==> config.mk <==
export PLATFORM = sky130hd
export DESIGN_NAME = exc_entry
export DESIGN_NICKNAME = d
export VERILOG_FILES = /design/src/design/exc_entry_pkg.sv /design/src/design/exc_entry.sv
export SDC_FILE = /design/constraint.sdc
export NUM_CORES = 1
export LEC_CHECK = 0
export BUFFER_PORTS_ARGS = -buffer_cell sky130_fd_sc_hd__clkbuf_2
export CAP_MARGIN = 20
export CORE_MARGIN = 8
export CORE_UTILIZATION = 30
export CTS_CLUSTER_DIAMETER = 80
export DETAILED_ROUTE_END_ITERATION = 10
export PLACE_DENSITY = 0.52
export SYNTH_ARGS = -nofsm -noshare
export SYNTH_HDL_FRONTEND = slang
export SYNTH_SLANG_ARGS = --single-unit
==> constraint.sdc <==
create_clock -name SYS_CLK -period 5 [get_ports SYS_CLK]
set_clock_uncertainty 0.2 [all_clocks]
set_input_delay 0.75 -clock SYS_CLK [delete_from_list [all_inputs] [get_ports SYS_CLK]]
set_output_delay 0.75 -clock SYS_CLK [all_outputs]
set_load 0.005 [all_outputs]
==> src/design/exc_entry_pkg.sv <==
// Package for the exception-entry block: bit positions, vector offsets,
// reset values and the carrier structs.
// Assumes big-endian bit numbering of 32-bit state words (bit 0 = MSB).
package exc_entry_pkg;

  // ----------------------------------------------------------------------
  // Machine state bit positions (big-endian numbering, bit 0 is the MSB)
  // ----------------------------------------------------------------------
  localparam int EXT_IRQ_ENABLE_BIT   = 16;
  localparam int BYTE_ORDER_EXC_BIT   = 15;
  localparam int VECTOR_BASE_BIT      = 25;
  localparam int MACHINE_CHECK_BIT    = 19;
  localparam int DECOMP_ENABLE_BIT    = 29;
  localparam int RECOVERABLE_BIT      = 30;
  localparam int BYTE_ORDER_MODE_BIT  = 31;

  // ----------------------------------------------------------------------
  // Vectors, sizes and reset values
  // ----------------------------------------------------------------------
  localparam logic [31:0] EXT_IRQ_OFFSET   = 32'h0000_0500;
  localparam logic [31:0] ALIGN_OFFSET     = 32'h0000_0600;
  localparam logic [31:0] BASE_HIGH        = 32'hFFF0_0000;
  localparam logic [31:0] BASE_LOW         = 32'h0000_0000;
  localparam logic [31:0] MSR_RESET        = 32'h0000_0000;
  localparam logic [31:0] WORD_RESET       = 32'h0000_0000;
  localparam logic [31:0] VECTOR_STRIDE    = 32'h0000_0010;
  localparam int          MAX_SOURCES      = 48;
  localparam int          LEVEL_BITS       = 6;
  localparam logic [5:0]  LEVEL_NONE       = 6'h3F;
  localparam logic [3:0]  ALIGN_CAUSE_FP   = 4'h1;
  localparam logic [3:0]  ALIGN_CAUSE_MULT = 4'h2;
  localparam logic [3:0]  ALIGN_CAUSE_RSV  = 4'h4;

  // ----------------------------------------------------------------------
  // Carriers
  // ----------------------------------------------------------------------
  typedef struct packed {
    logic        valid;
    logic [31:0] next_pc;
    logic        compressed;
    logic [31:0] compressed_pc;
    logic        ready_to_retire;
  } retire_head_type;

  typedef struct packed {
    logic        fp_access;
    logic        multiple_access;
    logic        reserve_access;
    logic [31:0] address;
  } mem_access_type;

  typedef struct packed {
    logic        compression_enable;
    logic        exception_compression;
  } burst_cfg_type;

  typedef enum logic [1:0] {
    TAKE_NONE,
    TAKE_ALIGN,
    TAKE_EXT
  } take_type;

endpackage

==> src/design/exc_entry.sv <==
// Exception entry for the external interrupt and the alignment exception.
// Assumes the core presents the history-buffer head and memory accesses on
// SYS_CLK; the interrupt request pins come from outside and are synchronised.
//
// The address map and strobed register access were left to the implementer.
`timescale 1ns/1ps
`default_nettype none

// Notes on behaviour
// - Hold off external interrupt when blocked or disabled
// - Any taken exception clears ext_irq_enable
// - Retire ready instructions, attach to head
// - Enhanced mode splits 0x500 into 48 vectors
// - Hardware masks lower-priority nested sources
// - save_restore_pc gets next instruction address
// - Save state: high-order half cleared, low-order copied
// - Bit 30 copied to save state, cleared in machine state on entry
// - Keep base and check bits, swap byte order
// - Decompression flag is AND of config bits
// - Compressed fetch saves compressed-format address
// - Interrupt fetch resumes at base plus 0x500
// - Misaligned fp, multiple, reserve raises 0x600
// - Alignment saves state, records fault cause
module exc_entry #(
  parameter int NUM_SOURCES = exc_entry_pkg::MAX_SOURCES
) (
  input  wire logic                          SYS_CLK,
  input  wire logic                          RESET,
  input  wire logic                          EXT_IRQ,
  input  wire logic [NUM_SOURCES-1:0]        IRQ_SOURCES,
  input  wire logic                          ENHANCED_MODE,
  input  wire logic                          HIGHER_EXC_BUSY,
  input  wire exc_entry_pkg::retire_head_type RETIRE_HEAD,
  input  wire exc_entry_pkg::mem_access_type  MEM_ACCESS,
  input  wire exc_entry_pkg::burst_cfg_type   BURST_CFG,
  input  wire logic                          MSR_WRITE,
  input  wire logic [31:0]                   MSR_WDATA,
  input  wire logic                          HANDLER_DONE,
  output logic [31:0]                        MACHINE_STATE,
  output logic [31:0]                        SAVE_PC,
  output logic [31:0]                        SAVE_STATE,
  output logic [31:0]                        FAULT_SOURCE,
  output logic                               REDIRECT,
  output logic [31:0]                        REDIRECT_PC,
  output logic                               RETIRE_FLUSH,
  output logic [5:0]                         ACTIVE_LEVEL
);

  // ----------------------------------------------------------------------
  // Elaboration checks
  // ----------------------------------------------------------------------
  if (NUM_SOURCES < 1 || NUM_SOURCES > exc_entry_pkg::MAX_SOURCES) begin :
      g_bad_sources
    $error("NUM_SOURCES must lie between 1 and 48.");
  end

  // The idle level must lie above every source number. Otherwise the
  // lowest-priority source could never be taken from idle.
  if (exc_entry_pkg::LEVEL_NONE < NUM_SOURCES) begin : g_bad_level
    $error("The idle nesting level must exceed every source number.");
  end

  // ----------------------------------------------------------------------
  // Input synchronisers
  // ----------------------------------------------------------------------
  logic                   irq_meta_reg;
  logic                   irq_sync_reg;
  logic [NUM_SOURCES-1:0] src_meta_reg;
  logic [NUM_SOURCES-1:0] src_sync_reg;

  // Pins come from outside the clock domain, so two flops before any use.
  always_ff @(posedge SYS_CLK) begin
    if (RESET) begin
      irq_meta_reg <= 1'b0;
      irq_sync_reg <= 1'b0;
      src_meta_reg <= '0;
      src_sync_reg <= '0;
    end else begin
      irq_meta_reg <= EXT_IRQ;
      irq_sync_reg <= irq_meta_reg;
      src_meta_reg <= IRQ_SOURCES;
      src_sync_reg <= src_meta_reg;
    end
  end

  // ----------------------------------------------------------------------
  // Enhanced-mode source selection
  // ----------------------------------------------------------------------
  logic [31:0] msr_reg;
  logic [5:0]  level_reg;
  logic [5:0]  best_level;
  logic        best_found;
  logic [NUM_SOURCES-1:0] src_allowed;

  // level masking: source 0 is the highest priority, and only a source
  // numbered below the one being serviced may nest.
  for (genvar i = 0; i < NUM_SOURCES; i++) begin : g_mask
    assign src_allowed[i] = src_sync_reg[i] && (6'(i) < level_reg);
  end

  // Lowest-numbered allowed source wins; searched from the top down.
  always_comb begin
    best_level = exc_entry_pkg::LEVEL_NONE;
    best_found = 1'b0;
    for (int k = NUM_SOURCES - 1; k >= 0; k--) begin
      if (src_allowed[k]) begin
        best_level = 6'(k);
        best_found = 1'b1;
      end
    end
  end

  // ----------------------------------------------------------------------
  // Decision of which exception is taken
  // ----------------------------------------------------------------------
  logic                       ext_pending;
  logic                       ext_allowed;
  logic                       align_fault;
  logic [3:0]                 align_cause;
  exc_entry_pkg::take_type    take;

  assign ext_pending = ENHANCED_MODE ? best_found : irq_sync_reg;

  // hold off: enable bit set and no higher exception underway.
  // head attach: only once the head instruction is ready to retire.
  assign ext_allowed = ext_pending && !HIGHER_EXC_BUSY &&
                       msr_reg[31 - exc_entry_pkg::EXT_IRQ_ENABLE_BIT] &&
                       RETIRE_HEAD.valid && RETIRE_HEAD.ready_to_retire;

  // alignment check: word alignment means the low two bits are zero.
  // An access that carries no access flag is never checked, whatever its address.
  assign align_fault = (MEM_ACCESS.address[1:0] != 2'b00) &&
                       (MEM_ACCESS.fp_access || MEM_ACCESS.multiple_access ||
                        MEM_ACCESS.reserve_access);

  assign align_cause =
      (MEM_ACCESS.fp_access       ? exc_entry_pkg::ALIGN_CAUSE_FP   : 4'h0) |
      (MEM_ACCESS.multiple_access ? exc_entry_pkg::ALIGN_CAUSE_MULT : 4'h0) |
      (MEM_ACCESS.reserve_access  ? exc_entry_pkg::ALIGN_CAUSE_RSV  : 4'h0);

  // fixed order: the synchronous alignment fault outranks the
  // interrupt, which is not lost but waits until the enable bit is set again.
  always_comb begin
    if (align_fault && !HIGHER_EXC_BUSY) begin
      take = exc_entry_pkg::TAKE_ALIGN;
    end else if (ext_allowed) begin
      take = exc_entry_pkg::TAKE_EXT;
    end else begin
      take = exc_entry_pkg::TAKE_NONE;
    end
  end

  // ----------------------------------------------------------------------
  // Entry values
  // ----------------------------------------------------------------------
  logic [31:0] msr_next;
  logic [31:0] save_state_next;
  logic [31:0] base_addr;
  logic [31:0] vector_next;

  // base select picks the high or the low physical base.
  assign base_addr = msr_reg[31 - exc_entry_pkg::VECTOR_BASE_BIT] ?
                     exc_entry_pkg::BASE_HIGH : exc_entry_pkg::BASE_LOW;

  // state save, and bit 30 only ever follows the copied bit.
  assign save_state_next = {16'h0000, msr_reg[15:0]};

  // state update and decompression flag; enable cleared since
  // every other bit starts from zero.
  always_comb begin
    msr_next = exc_entry_pkg::MSR_RESET;
    msr_next[31 - exc_entry_pkg::VECTOR_BASE_BIT] =
        msr_reg[31 - exc_entry_pkg::VECTOR_BASE_BIT];
    msr_next[31 - exc_entry_pkg::MACHINE_CHECK_BIT] =
        msr_reg[31 - exc_entry_pkg::MACHINE_CHECK_BIT];
    // Exception byte order itself starts from zero like the other bits;
    // only its old value survives, moved into byte_order_mode.
    msr_next[31 - exc_entry_pkg::BYTE_ORDER_MODE_BIT] =
        msr_reg[31 - exc_entry_pkg::BYTE_ORDER_EXC_BIT];
    msr_next[31 - exc_entry_pkg::DECOMP_ENABLE_BIT] =
        BURST_CFG.compression_enable && BURST_CFG.exception_compression;
  end

  // vector split: each enhanced source has its own 0x10 slot, source 0 at 0x500.
  always_comb begin
    if (take == exc_entry_pkg::TAKE_ALIGN) begin
      vector_next = base_addr | exc_entry_pkg::ALIGN_OFFSET;
    end else if (ENHANCED_MODE) begin
      vector_next = base_addr + exc_entry_pkg::EXT_IRQ_OFFSET +
                    32'(best_level) * exc_entry_pkg::VECTOR_STRIDE;
    end else begin
      vector_next = base_addr | exc_entry_pkg::EXT_IRQ_OFFSET;
    end
  end

  // ----------------------------------------------------------------------
  // Machine state register
  // ----------------------------------------------------------------------
  // enable cleared: entry wins over a software write in the same cycle.
  always_ff @(posedge SYS_CLK) begin
    if (RESET) begin
      msr_reg <= exc_entry_pkg::MSR_RESET;
    end else if (take != exc_entry_pkg::TAKE_NONE) begin
      msr_reg <= msr_next;
    end else if (MSR_WRITE) begin
      msr_reg <= MSR_WDATA;
    end
  end

  // ----------------------------------------------------------------------
  // Save and restore registers, fault source
  // ----------------------------------------------------------------------
  logic [31:0] save_pc_reg;
  logic [31:0] save_state_reg;
  logic [31:0] fault_reg;

  // next address and compressed form when fetch is compressed.
  // alignment save uses the same pair of registers.
  always_ff @(posedge SYS_CLK) begin
    if (RESET) begin
      save_pc_reg    <= exc_entry_pkg::WORD_RESET;
      save_state_reg <= exc_entry_pkg::WORD_RESET;
    end else if (take != exc_entry_pkg::TAKE_NONE) begin
      save_pc_reg    <= RETIRE_HEAD.compressed ? RETIRE_HEAD.compressed_pc :
                        RETIRE_HEAD.next_pc;
      save_state_reg <= save_state_next;
    end
  end

  // cause record: the kind of access lands in the low nibble.
  always_ff @(posedge SYS_CLK) begin
    if (RESET) begin
      fault_reg <= exc_entry_pkg::WORD_RESET;
    end else if (take == exc_entry_pkg::TAKE_ALIGN) begin
      fault_reg <= {28'h000_0000, align_cause};
    end
  end

  // ----------------------------------------------------------------------
  // Nesting level and redirect
  // ----------------------------------------------------------------------
  // nesting: the level falls to the source number on enhanced-mode interrupt entry and goes back to idle on handler exit.
  // Only one level is remembered, so deeper return needs software help.
  always_ff @(posedge SYS_CLK) begin
    if (RESET) begin
      level_reg <= exc_entry_pkg::LEVEL_NONE;
    end else if (take == exc_entry_pkg::TAKE_EXT && ENHANCED_MODE) begin
      level_reg <= best_level;
    end else if (HANDLER_DONE) begin
      level_reg <= exc_entry_pkg::LEVEL_NONE;
    end
  end

  logic        redirect_reg;
  logic [31:0] redirect_pc_reg;
  logic        flush_reg;

  // retire then flush: the work behind the head is discarded in the
  // cycle after entry, together with the redirect.
  always_ff @(posedge SYS_CLK) begin
    if (RESET) begin
      flush_reg <= 1'b0;
    end else begin
      flush_reg <= (take != exc_entry_pkg::TAKE_NONE);
    end
  end

  // fetch restart: a one-cycle pulse that fetch follows at once.
  always_ff @(posedge SYS_CLK) begin
    if (RESET) begin
      redirect_reg <= 1'b0;
    end else begin
      redirect_reg <= (take != exc_entry_pkg::TAKE_NONE);
    end
  end

  // vector: held until the next entry, so that a late reader
  // of the target still finds it.
  always_ff @(posedge SYS_CLK) begin
    if (RESET) begin
      redirect_pc_reg <= exc_entry_pkg::WORD_RESET;
    end else if (take != exc_entry_pkg::TAKE_NONE) begin
      redirect_pc_reg <= vector_next;
    end
  end

  // ----------------------------------------------------------------------
  // Outputs
  // ----------------------------------------------------------------------
  // Every output is a register copy, so nothing combinational reaches a pin.
  assign MACHINE_STATE = msr_reg;
  assign SAVE_PC       = save_pc_reg;
  assign SAVE_STATE    = save_state_reg;
  assign FAULT_SOURCE  = fault_reg;
  assign REDIRECT      = redirect_reg;
  assign REDIRECT_PC   = redirect_pc_reg;
  assign RETIRE_FLUSH  = flush_reg;
  assign ACTIVE_LEVEL  = level_reg;

endmodule

`default_nettype wire

==> reports/metrics.yaml, run 1 <==
critical_path:
  critPathKind: "reg -> reg"
  cp_slowest_stage_delay_ns: 0.99
  r2r_end: "SAVE_PC[4]$_SDFFE_PP0P_"
  timing.rr.start: "ACTIVE_LEVEL[5]$_SDFFE_PP1P_"
  reg2reg_slack_ns: 0.85
  cp_common_cell: "nor2_1"
  critical_path.cell_chain: "nor2_1 > nor4_1 > and3b_1 > and4bb_1 > a41oi_4 > nand2b_2 > buf_12 > nor2_1 > a211oi_1"
  arrival_ns: 4.30
  worstPathMaxFanout: 36
  rr_worst_depth: 9
  end_kind: "flop"
  worstPathRequired_ns: 5.15
  cp-start-kind: "flop"
  cp_slowest_cell: "dfxtp_1"
global_routing:
  grt_pass1_wl_um: 36800
  grt_max_degree: 90
  grt_pass1_vias: 6623
  groute.usage.overall: 0.137
  grt_antenna_before_repair: 1
  grt-ovfl-total: 0
placement:
  dp.cells: 1504
  port-buffer-count: 271
  gp_congestion: 0.881
  hpwl_um: 18800
die:
  dieWidth_um: 184
  dieArea_um2: 34000
  rows: 61
  ios: 359
  die_h_um: 184
  core_area_um2: 27900
  start_util: 0.305
min_path:
  min_path_type: "reg -> reg"
  hold_end: "src_sync_reg[23]$_SDFF_PP0_"
  hold_depth: 1
  hp-start: "src_meta_reg[23]$_SDFF_PP0_"
route:
  wl_met1_um: 10600
  post-route-drc-count: 0
  first_pass_iters: 5
  vias: 6951
  first_iter_violations: 291
  drt_wl_total_um: 24600
  met3_length_um: 1650
  maxUsedRoutingLayer: "met4"
  wl_per_cell_um: 16.0
  vias_per_cell: 4.52
  wl_met2_um: 11900
  antenna_left: 0
cts:
  clkTransAtPathRegs_ns: 0.09
  htree_levels: 4
  cts_buffers: 17
  cts-hold-fix-buffers: 0
  clock_sinks: 196
  ctsResizeCount: 0
  cts_buffer_depth: 2
  cts_tree: "yes"
  post_cts_buffers: 0
  root_buffer: "clkbuf_16"
  clk_latency_ns: 0.44
logic_synthesis:
  synthAdderAreaFrac: 0.00147
  synth_xor_area_frac: 0
  ys_seq_area_frac: 0.462
  postSynthCellCount: 916
  synth_ff_type: "dfxtp_1"
  synth_cell_types: 67
  syn_avg_cell_area_um2: 9.27
  ys.warnings.count: 0
  synthArstFlopShare: 0
  synth-edff-count: 0
  yosys-mux-area-fraction: 0.0744
  synth_compound_area_frac: 0.157
  synth_top_family_by_area: "simple AND/OR/NAND/NOR gates"
  synth.ff_latch_count: 196
  netlist_area_um2: 8500
  yosys.area_share.simple: 0.202
timing:
  hold_viol: 0
  fin_crit_ns: 4.15
  rsz0062_at_grt: "false"
  slew_viol_final: 0
  max_slew_margin: 0.285
  tns_ns: 0
  hold_ws_ns: 0.236
  worst_pin_slew_ns: 1.07
  clock.fmax_mhz: 241
  setup-violations-final: 0
  min_period_over_period: 0.830
power_and_ir_drop:
  total_leakage_power_uw: 0.00467
  p_total_uw: 3500
  p_per_area_nw_per_um2: 334
  ir_drop_uv: 160
layout:
  nets: 1337
  area_delta_synth_final_pct: 23.4
  drive_gt1_frac: 0.289
  utilization: 0.376
  layout.cells.non_filler: 1537
status:
  status: "complete, no violations"
run:
  cap_violations: 0
where the power goes:
group | switching (uW) | internal, uW
combinational | 210 | 190
sequential | 38.7 | 1640
clock | 733 | 692
Yosys cell counts (6+ instances only):
cell,count,area [um2]
a31oi_1,12,75.1
dfxtp_1,196,3920
o311a_1,6,60.1
or3_1,6,37.5
o31ai_1,6,45.0
nand3_1,10,50.1
buf_6,9,101
a211oi_1,35,263
nor2b_1,103,644
nand3b_1,8,60.1
and2_1,8,50.1
nor2_1,83,312
o211ai_1,6,45.0
nand4_1,7,43.8
buf_2,14,70.1
a21oi_1,39,195
nand2_1,60,225
mux2i_1,62,621
buf_4,71,533
o21a_1,7,52.6
clkbuf_1,37,139
inv_1,6,22.5
o21ai_0,28,140
nand2b_1,8,50.1
nor3_1,8,40.0
worst max-delay path: cells and delay by family (launching register included):
| kind | cells | cell delay, ns |
|---|---|---|
| buffers and inverters | 1 | 0.24 |
| and+or+nand+nor | 6 | 1.97 |
| AOI/OAI and AO/OA | 2 | 0.60 |
| DFF | 1 | 0.99 |
layout make-up:
| type | instances | area [um2] |
|---|---|---|
| fill | 2895 | 17400 |
| sequential | 196 | 3920 |
| multi-input combinational | 636 | 3910 |
| timing repair buffer | 288 | 1540 |
| tap | 378 | 473 |
| clock buffer | 17 | 425 |
| clock inverter | 15 | 196 |
| inverter | 6 | 22.5 |
| antenna | 1 | 2.50 |
cell families after synthesis:
logic type,Yosys count
buffers and inverters,140
other,1
muxes,63
AOI/OAI and AO/OA,191
DFF,196
adders and majority gates,1
and+or+nand+nor,324
layer usage:
| layer | up-vias | track usage |
|---|---|---|
| met4 | 0 | 0.0481 |
| met2 | 246 | 0.229 |
| li1 | 3522 | - |
| met1 | 3151 | 0.171 |
| met5 | - | 0 |
| met3 | 32 | 0.0291 |
worst max path at each step:
stage | cells past startpoint | start | slack, ns | endpoint
CTS | 10 | ACTIVE_LEVEL[3]$_SDFFE_PP1P_ | 0.91 | SAVE_PC[8]$_SDFFE_PP0P_
global route | 9 | ACTIVE_LEVEL[5]$_SDFFE_PP1P_ | 0.64 | SAVE_PC[8]$_SDFFE_PP0P_
floorplan | 11 | ACTIVE_LEVEL[3]$_SDFFE_PP1P_ | 1.94 | SAVE_PC[31]$_SDFFE_PP0P_
finish | 9 | ACTIVE_LEVEL[5]$_SDFFE_PP1P_ | 0.85 | SAVE_PC[4]$_SDFFE_PP0P_
global placement | 10 | ACTIVE_LEVEL[3]$_SDFFE_PP1P_ | 0.99 | SAVE_PC[7]$_SDFFE_PP0P_
detailed placement | 9 | ACTIVE_LEVEL[5]$_SDFFE_PP1P_ | 0.92 | SAVE_PC[8]$_SDFFE_PP0P_
metrics by stage:
step | setup slack (ns) | cell area (um2)
6_report | 0.852 | 10500
3_3_place_gp | 0.994 | 9860
2_1_floorplan | 1.94 | 8710
4_1_cts | 0.908 | 10500
3_5_place_dp | 0.916 | 9860
5_1_grt | 0.644 | 10500
cell usage in the layout, fill, tap and decap left out, types with 4 or more instances in the layout:
master     count
a211oi_1      35
a21o_1         4
a21oi_1       39
a31oi_1       12
and2_1         8
buf_12         4
buf_4         14
clkbuf_16     17
clkbuf_2     270
clkinv_8       5
conb_1        57
dfxtp_1      196
inv_1          6
mux2i_1       62
nand2_1       60
nand2b_1       7
nand3_1       10
nand3b_1       8
nand4_1        7
nor2_1        83
nor2b_1      103
nor3_1         8
o2111ai_1      4
o211ai_1       6
o21a_1         7
o21ai_0       28
o22ai_1        5
o311a_1        6
o311ai_0       4
o31a_1         5
o31ai_1        6
or3_1          6
Note: power is estimated with default switching activity, not from simulation.
==> run 2: changes to the inputs <==
==> constraint.sdc (replaced) <==
create_clock -name SYS_CLK -period 4.3 [get_ports SYS_CLK]
set_clock_uncertainty 0.2 [all_clocks]
set_input_delay 0.645 -clock SYS_CLK [delete_from_list [all_inputs] [get_ports SYS_CLK]]
set_output_delay 0.645 -clock SYS_CLK [all_outputs]
set_load 0.005 [all_outputs]
==> reports/metrics.yaml, run 2 (synthesis results as in run 1) <==
route:
  first_iter_violations: 285
  drt_wl_total_um: 24800
  wl_per_cell_um: 16.1
  antenna_left: 0
  first_pass_iters: 5
  vias_per_cell: 4.51
  post-route-drc-count: 0
  vias: 6950
cts:
  cts_buffer_depth: 2
  ctsResizeCount: 0
  clkTransAtPathRegs_ns: 0.08
  htree_levels: 4
  cts-hold-fix-buffers: 0
  root_buffer: "clkbuf_16"
  post_cts_buffers: 0
  clk_latency_ns: 0.44
  cts_tree: "yes"
  cts_buffers: 17
  clock_sinks: 196
timing:
  tns_ns: 0
  worst_pin_slew_ns: 1.07
  hold_ws_ns: 0.217
  hold_viol: 0
  max_slew_margin: 0.289
  min_period_over_period: 0.880
  rsz0062_at_grt: "false"
  setup-violations-final: 0
  fin_crit_ns: 3.79
  slew_viol_final: 0
  clock.fmax_mhz: 264
die:
  rows: 61
  dieArea_um2: 34000
  die_h_um: 184
  core_area_um2: 27900
  dieWidth_um: 184
  ios: 359
  start_util: 0.305
critical_path:
  timing.rr.start: "ACTIVE_LEVEL[5]$_SDFFE_PP1P_"
  reg2reg_slack_ns: 0.51
  critPathKind: "reg -> reg"
  setup.worst_path.start: "ACTIVE_LEVEL[5]$_SDFFE_PP1P_"
  crit_end: "SAVE_PC[28]$_SDFFE_PP0P_"
  arrival_ns: 3.92
  rr_worst_depth: 8
  cp-start-kind: "flop"
  worstPathRequired_ns: 4.43
  worstPathMaxFanout: 46
  end_kind: "flop"
  r2r_end: "SAVE_PC[28]$_SDFFE_PP0P_"
global_routing:
  grt_max_degree: 88
  grt-ovfl-total: 0
  groute.usage.overall: 0.138
  use_met3: 0.0282
  grt_antenna_before_repair: 0
  grtUsageMet1: 0.175
  grt_pass1_vias: 6603
  grt_use_met2: 0.234
  busiest_layer: "met2"
  grt_pass1_wl_um: 37200
power_and_ir_drop:
  total_leakage_power_uw: 0.00471
  p_per_area_nw_per_um2: 385
  ir_drop_uv: 183
min_path:
  hold_depth: 2
  min_path_type: "in -> reg"
  hp-start: "IRQ_SOURCES[18]"
placement:
  port-buffer-count: 271
  hpwl_um: 19200
  gp_congestion: 0.909
layout:
  fillCellCount: 2889
  drive_gt1_frac: 0.293
  layout.cells.most_common_list: "clkbuf_2 (270), dfxtp_1 (196), nor2b_1 (103), nor2_1 (83), mux2i_1 (62)"
  layout_commonest_cell: "clkbuf_2"
  area_delta_synth_final_pct: 23.9
  diodes: 0
  nets: 1343
run:
  cap_violations: 0
status:
  status: "complete, no violations"
run 2: changes by cell type in the layout (fill, tap and decap cells not counted), sizes merged:
cell and change:
clkinv +2, diode -1, buf +6, clkinvlp -2
run 2: worst max-delay path, cell delays in order, from the launching register on:
cell and delay, ns:
dfxtp_1 0.63, or3_1 0.59, o21ai_0 0.40, nand4_1 0.30, nor4_4 0.48, a41oi_4 0.17, nand2b_2 0.38, buf_12 0.26
a211oi_1 0.24
run 2: routing by layer:
metal  wire, um  up-vias
li1           -     3529
met3       1720       22
met2      12000      265
met5          0        -
met1      10700     3134
met4        348        0
run 2: area by class of cell:
cell class	count	area [um2]	area share
clock inverter	15	191	0.0182
inverter	6	22.5	0.00214
timing repair buffer	294	1580	0.150
clock buffer	17	425	0.0404
multi-input combinational	636	3910	0.371
sequential	196	3920	0.373
tap	378	473	0.0449
run 2: worst min path at each step:
| stage | end |
|---|---|
| 3_3_place_gp | src_sync_reg[13]$_SDFF_PP0_ |
| 4_1_cts | src_meta_reg[7]$_SDFF_PP0_ |
| 2_1_floorplan | irq_sync_reg$_SDFF_PP0_ |
| 6_report | src_meta_reg[18]$_SDFF_PP0_ |
| 5_1_grt | src_meta_reg[1]$_SDFF_PP0_ |
| 3_5_place_dp | src_sync_reg[11]$_SDFF_PP0_ |
run 2: stage by stage:
stage	setup slack, ns	std cells	area, um2	total power [uW]	util
6_report	0.514	1542	10500	4050	0.378
5_1_grt	0.240	1542	10500	4240	0.378
4_1_cts	0.493	1542	10500	4110	0.378
3_5_place_dp	0.534	1510	9910	2460	0.356
3_3_place_gp	0.533	1510	9910	2460	0.356
2_1_floorplan	1.24	972	8710	2300	-
run 2: report_power, final:
group / internal, uW / switching (uW) / total (uW)
Sequential: 1900 / 45.7 / 1950
Combinational: 219 / 246 / 465
Clock: 801 / 837 / 1640
==> run 3: changes to the inputs <==
--- a/config.mk
+++ b/config.mk
@@ -5,13 +5,14 @@
 export SDC_FILE = /design/constraint.sdc
 export NUM_CORES = 1
 export LEC_CHECK = 0
+export ABC_AREA = 1
 export BUFFER_PORTS_ARGS = -buffer_cell sky130_fd_sc_hd__clkbuf_2
 export CAP_MARGIN = 20
 export CORE_MARGIN = 8
 export CORE_UTILIZATION = 30
 export CTS_CLUSTER_DIAMETER = 80
 export DETAILED_ROUTE_END_ITERATION = 10
-export PLACE_DENSITY = 0.52
+export PLACE_DENSITY = 0.53
 export SYNTH_ARGS = -nofsm -noshare
 export SYNTH_HDL_FRONTEND = slang
 export SYNTH_SLANG_ARGS = --single-unit
==> reports/metrics.yaml, run 3 <==
cts:
  cts_tree: "yes"
  cts_buffer_depth: 2
  cts-hold-fix-buffers: 0
  cts_buffers: 17
  clk_latency_ns: 0.43
  clkTransAtPathRegs_ns: 0.07
  htree_levels: 4
  root_buffer: "clkbuf_16"
  clock_sinks: 196
  post_cts_buffers: 0
logic_synthesis:
  yosysTopAreaCell: "dfxtp_1"
  synthTopCellsByArea: "dfxtp_1 (50%), nand2_1 (9.6%), nor2_1 (7.5%)"
  synth_cell_types: 36
  ys_seq_area_frac: 0.499
  netlist_area_um2: 7860
  synth-edff-count: 0
  synthMostInstantiatedCell: "nand2_1"
  yosys.area.top_type_share: 0.499
  postSynthCellCount: 1014
  synth.ff_latch_count: 196
  ys_top_cells_by_count: "nand2_1 (200), dfxtp_1 (196), nor2_1 (156), inv_1 (136), buf_4 (71)"
  synth_ff_type: "dfxtp_1"
  syn_avg_cell_area_um2: 7.75
  ys.warnings.count: 0
  synthArstFlopShare: 0
timing:
  fin_ws_ns: 0.504
  slew_viol_final: 0
  rsz0062_at_grt: "false"
  worst_pin_slew_ns: 1.01
  fin_crit_ns: 3.80
  max_slew_margin: 0.326
  min_period_over_period: 0.883
  tns_ns: 0
  clock.fmax_mhz: 263
  hold_viol: 0
  setup-violations-final: 0
global_routing:
  grt-ovfl-total: 0
  grt_antenna_before_repair: 0
  grt_max_degree: 66
  groute.usage.overall: 0.144
  grt_pass1_vias: 6527
  grt_pass1_wl_um: 35500
route:
  wl_per_cell_um: 14.4
  drt_wl_total_um: 23200
  first_iter_violations: 346
  vias_per_cell: 4.16
  post-route-drc-count: 0
  vias: 6713
  antenna_left: 0
  first_pass_iters: 5
status:
  status: "complete, no violations"
critical_path:
  setup.worst_path.start: "ACTIVE_LEVEL[5]$_SDFFE_PP1P_"
  arrival_ns: 3.91
  cp-start-kind: "flop"
  critical_path_depth: 20
  worstPathRequired_ns: 4.41
  critPathBufInv: 7
  timing.rr.start: "ACTIVE_LEVEL[5]$_SDFFE_PP1P_"
  rr_worst_depth: 20
  r2r_end: "SAVE_STATE[8]$_SDFFE_PP0P_"
  cp_top_family: "simple AND/OR/NAND/NOR gates"
  critical_path.cell_chain: "buf_4 > nor2_2 > inv_2 > nor2_1 > inv_2 > nor2_1 > inv_1 > o21ai_0 > nand2_1 > nor3_1 > nand4_1 > nor3_1 > nand2_1 > o211ai_1 > nand2_1 > inv_2 > nor2_1 > inv_2 > buf_12 > o21ai_0"
  cp_common_cell: "inv_2"
  critPathKind: "reg -> reg"
  cp_slowest_cell: "dfxtp_2"
  reg2reg_slack_ns: 0.50
  crit_end: "SAVE_STATE[8]$_SDFFE_PP0P_"
  worstPathMaxFanout: 46
  end_kind: "flop"
  cp_slowest_stage_delay_ns: 0.38
power_and_ir_drop:
  p_int_uw: 2880
  p_switching_uw: 1060
  total_leakage_power_uw: 0.00505
  swShare: 0.269
  pwr-share-clk: 0.387
  combPwrFrac: 0.118
  p_per_area_nw_per_um2: 398
  p_seq_frac: 0.495
  ir_drop_uv: 258
placement:
  gp_congestion: 0.874
  dpl_worst_slack_ns: 0.409
  dpl_cell_area_um2: 9310
  port-buffer-count: 271
  hpwl_um: 18500
layout:
  area_delta_synth_final_pct: 25.9
  drive_gt1_frac: 0.263
  layout.cells.most_common_list: "clkbuf_2 (270), nand2_1 (199), dfxtp_1 (192), nor2_1 (149), inv_1 (136)"
  diodes: 0
  fin_area_um2: 9890
  layout_commonest_cell: "clkbuf_2"
  fillCellCount: 2790
  utilization: 0.382
  nets: 1460
die:
  die_h_um: 178
  dieWidth_um: 178
  dieArea_um2: 31600
  rows: 59
  core_area_um2: 25900
  ios: 359
  start_util: 0.303
run:
  cap_violations: 0
min_path:
  min_path_type: "in -> reg"
-- run 3: worst min path at each step --
stage / slack, ns / cells past startpoint / start / end
finish: 0.19 / 3 / IRQ_SOURCES[8] / src_meta_reg[8]$_SDFF_PP0_
global route: 0.18 / 3 / IRQ_SOURCES[28] / src_meta_reg[28]$_SDFF_PP0_
CTS: 0.17 / 3 / IRQ_SOURCES[8] / src_meta_reg[8]$_SDFF_PP0_
detailed placement: 0.19 / 2 / src_meta_reg[17]$_SDFF_PP0_ / src_sync_reg[17]$_SDFF_PP0_
global placement: 0.19 / 2 / src_meta_reg[42]$_SDFF_PP0_ / src_sync_reg[42]$_SDFF_PP0_
floorplan: 0.19 / 2 / irq_meta_reg$_SDFF_PP0_ / irq_sync_reg$_SDFF_PP0_
-- run 3: cell type report --
| class | count | area [um2] | share of cell area |
|---|---|---|---|
| Timing Repair Buffer | 286 | 1500 | 0.151 |
| Tap cell | 335 | 419 | 0.0424 |
| Multi-Input combinational cell | 623 | 2950 | 0.298 |
| Inverter | 144 | 541 | 0.0547 |
| Sequential cell | 196 | 3930 | 0.398 |
| Clock buffer | 19 | 443 | 0.0448 |
| Clock inverter | 12 | 113 | 0.0114 |
-- run 3: stage by stage --
stage,instances,power [uW],hold WS (ns)
after CTS,1615,4010,0.169
after floorplan,1070,2280,0.188
after global routing,1615,4150,0.179
after global placement,1584,2460,0.195
final,1615,3940,0.195
after detailed placement,1584,2460,0.195
-- run 3: power groups by stage --
stage | registers, uW | clock network [uW] | logic [uW]
after floorplan | 1990 | 0 | 291
after global placement | 1990 | 0 | 469
after detailed placement | 1990 | 0 | 470
after CTS | 1950 | 1590 | 472
after global routing | 1960 | 1650 | 535
final | 1950 | 1520 | 464
-- run 3: timing repair --
action                                 CTS  global route
setup endpoints to repair                0            35
resized for setup                        0            12
endpoints found under the hold margin    0             0
-- run 3: cell families (layout without fill, tap and decap cells) --
family	Yosys count	after routing	synth area share
mux	32	32	0.0408
flops	196	196	0.499
fa+ha+maj	1	1	0.00159
compound gates	141	141	0.107
simple gates	392	392	0.195
buf+inv	251	461	0.156
other cells	1	57	0.000477
-- run 3: routing by layer --
layer  up-vias  track usage  share of wire
met2       224        0.247           0.49
met1      2907        0.171           0.41
met4         0       0.0566          0.025
li1       3557            -              -
met3        25       0.0319          0.079
met5         -            0              0
-- run 3: worst reg2reg max path: cells and delay by family (launching register included) --
family	cells	cell delay (ns)
and+or+nand+nor	10	1.54
buffers and inverters	7	0.99
DFF	1	0.38
AOI/OAI and AO/OA	3	0.57
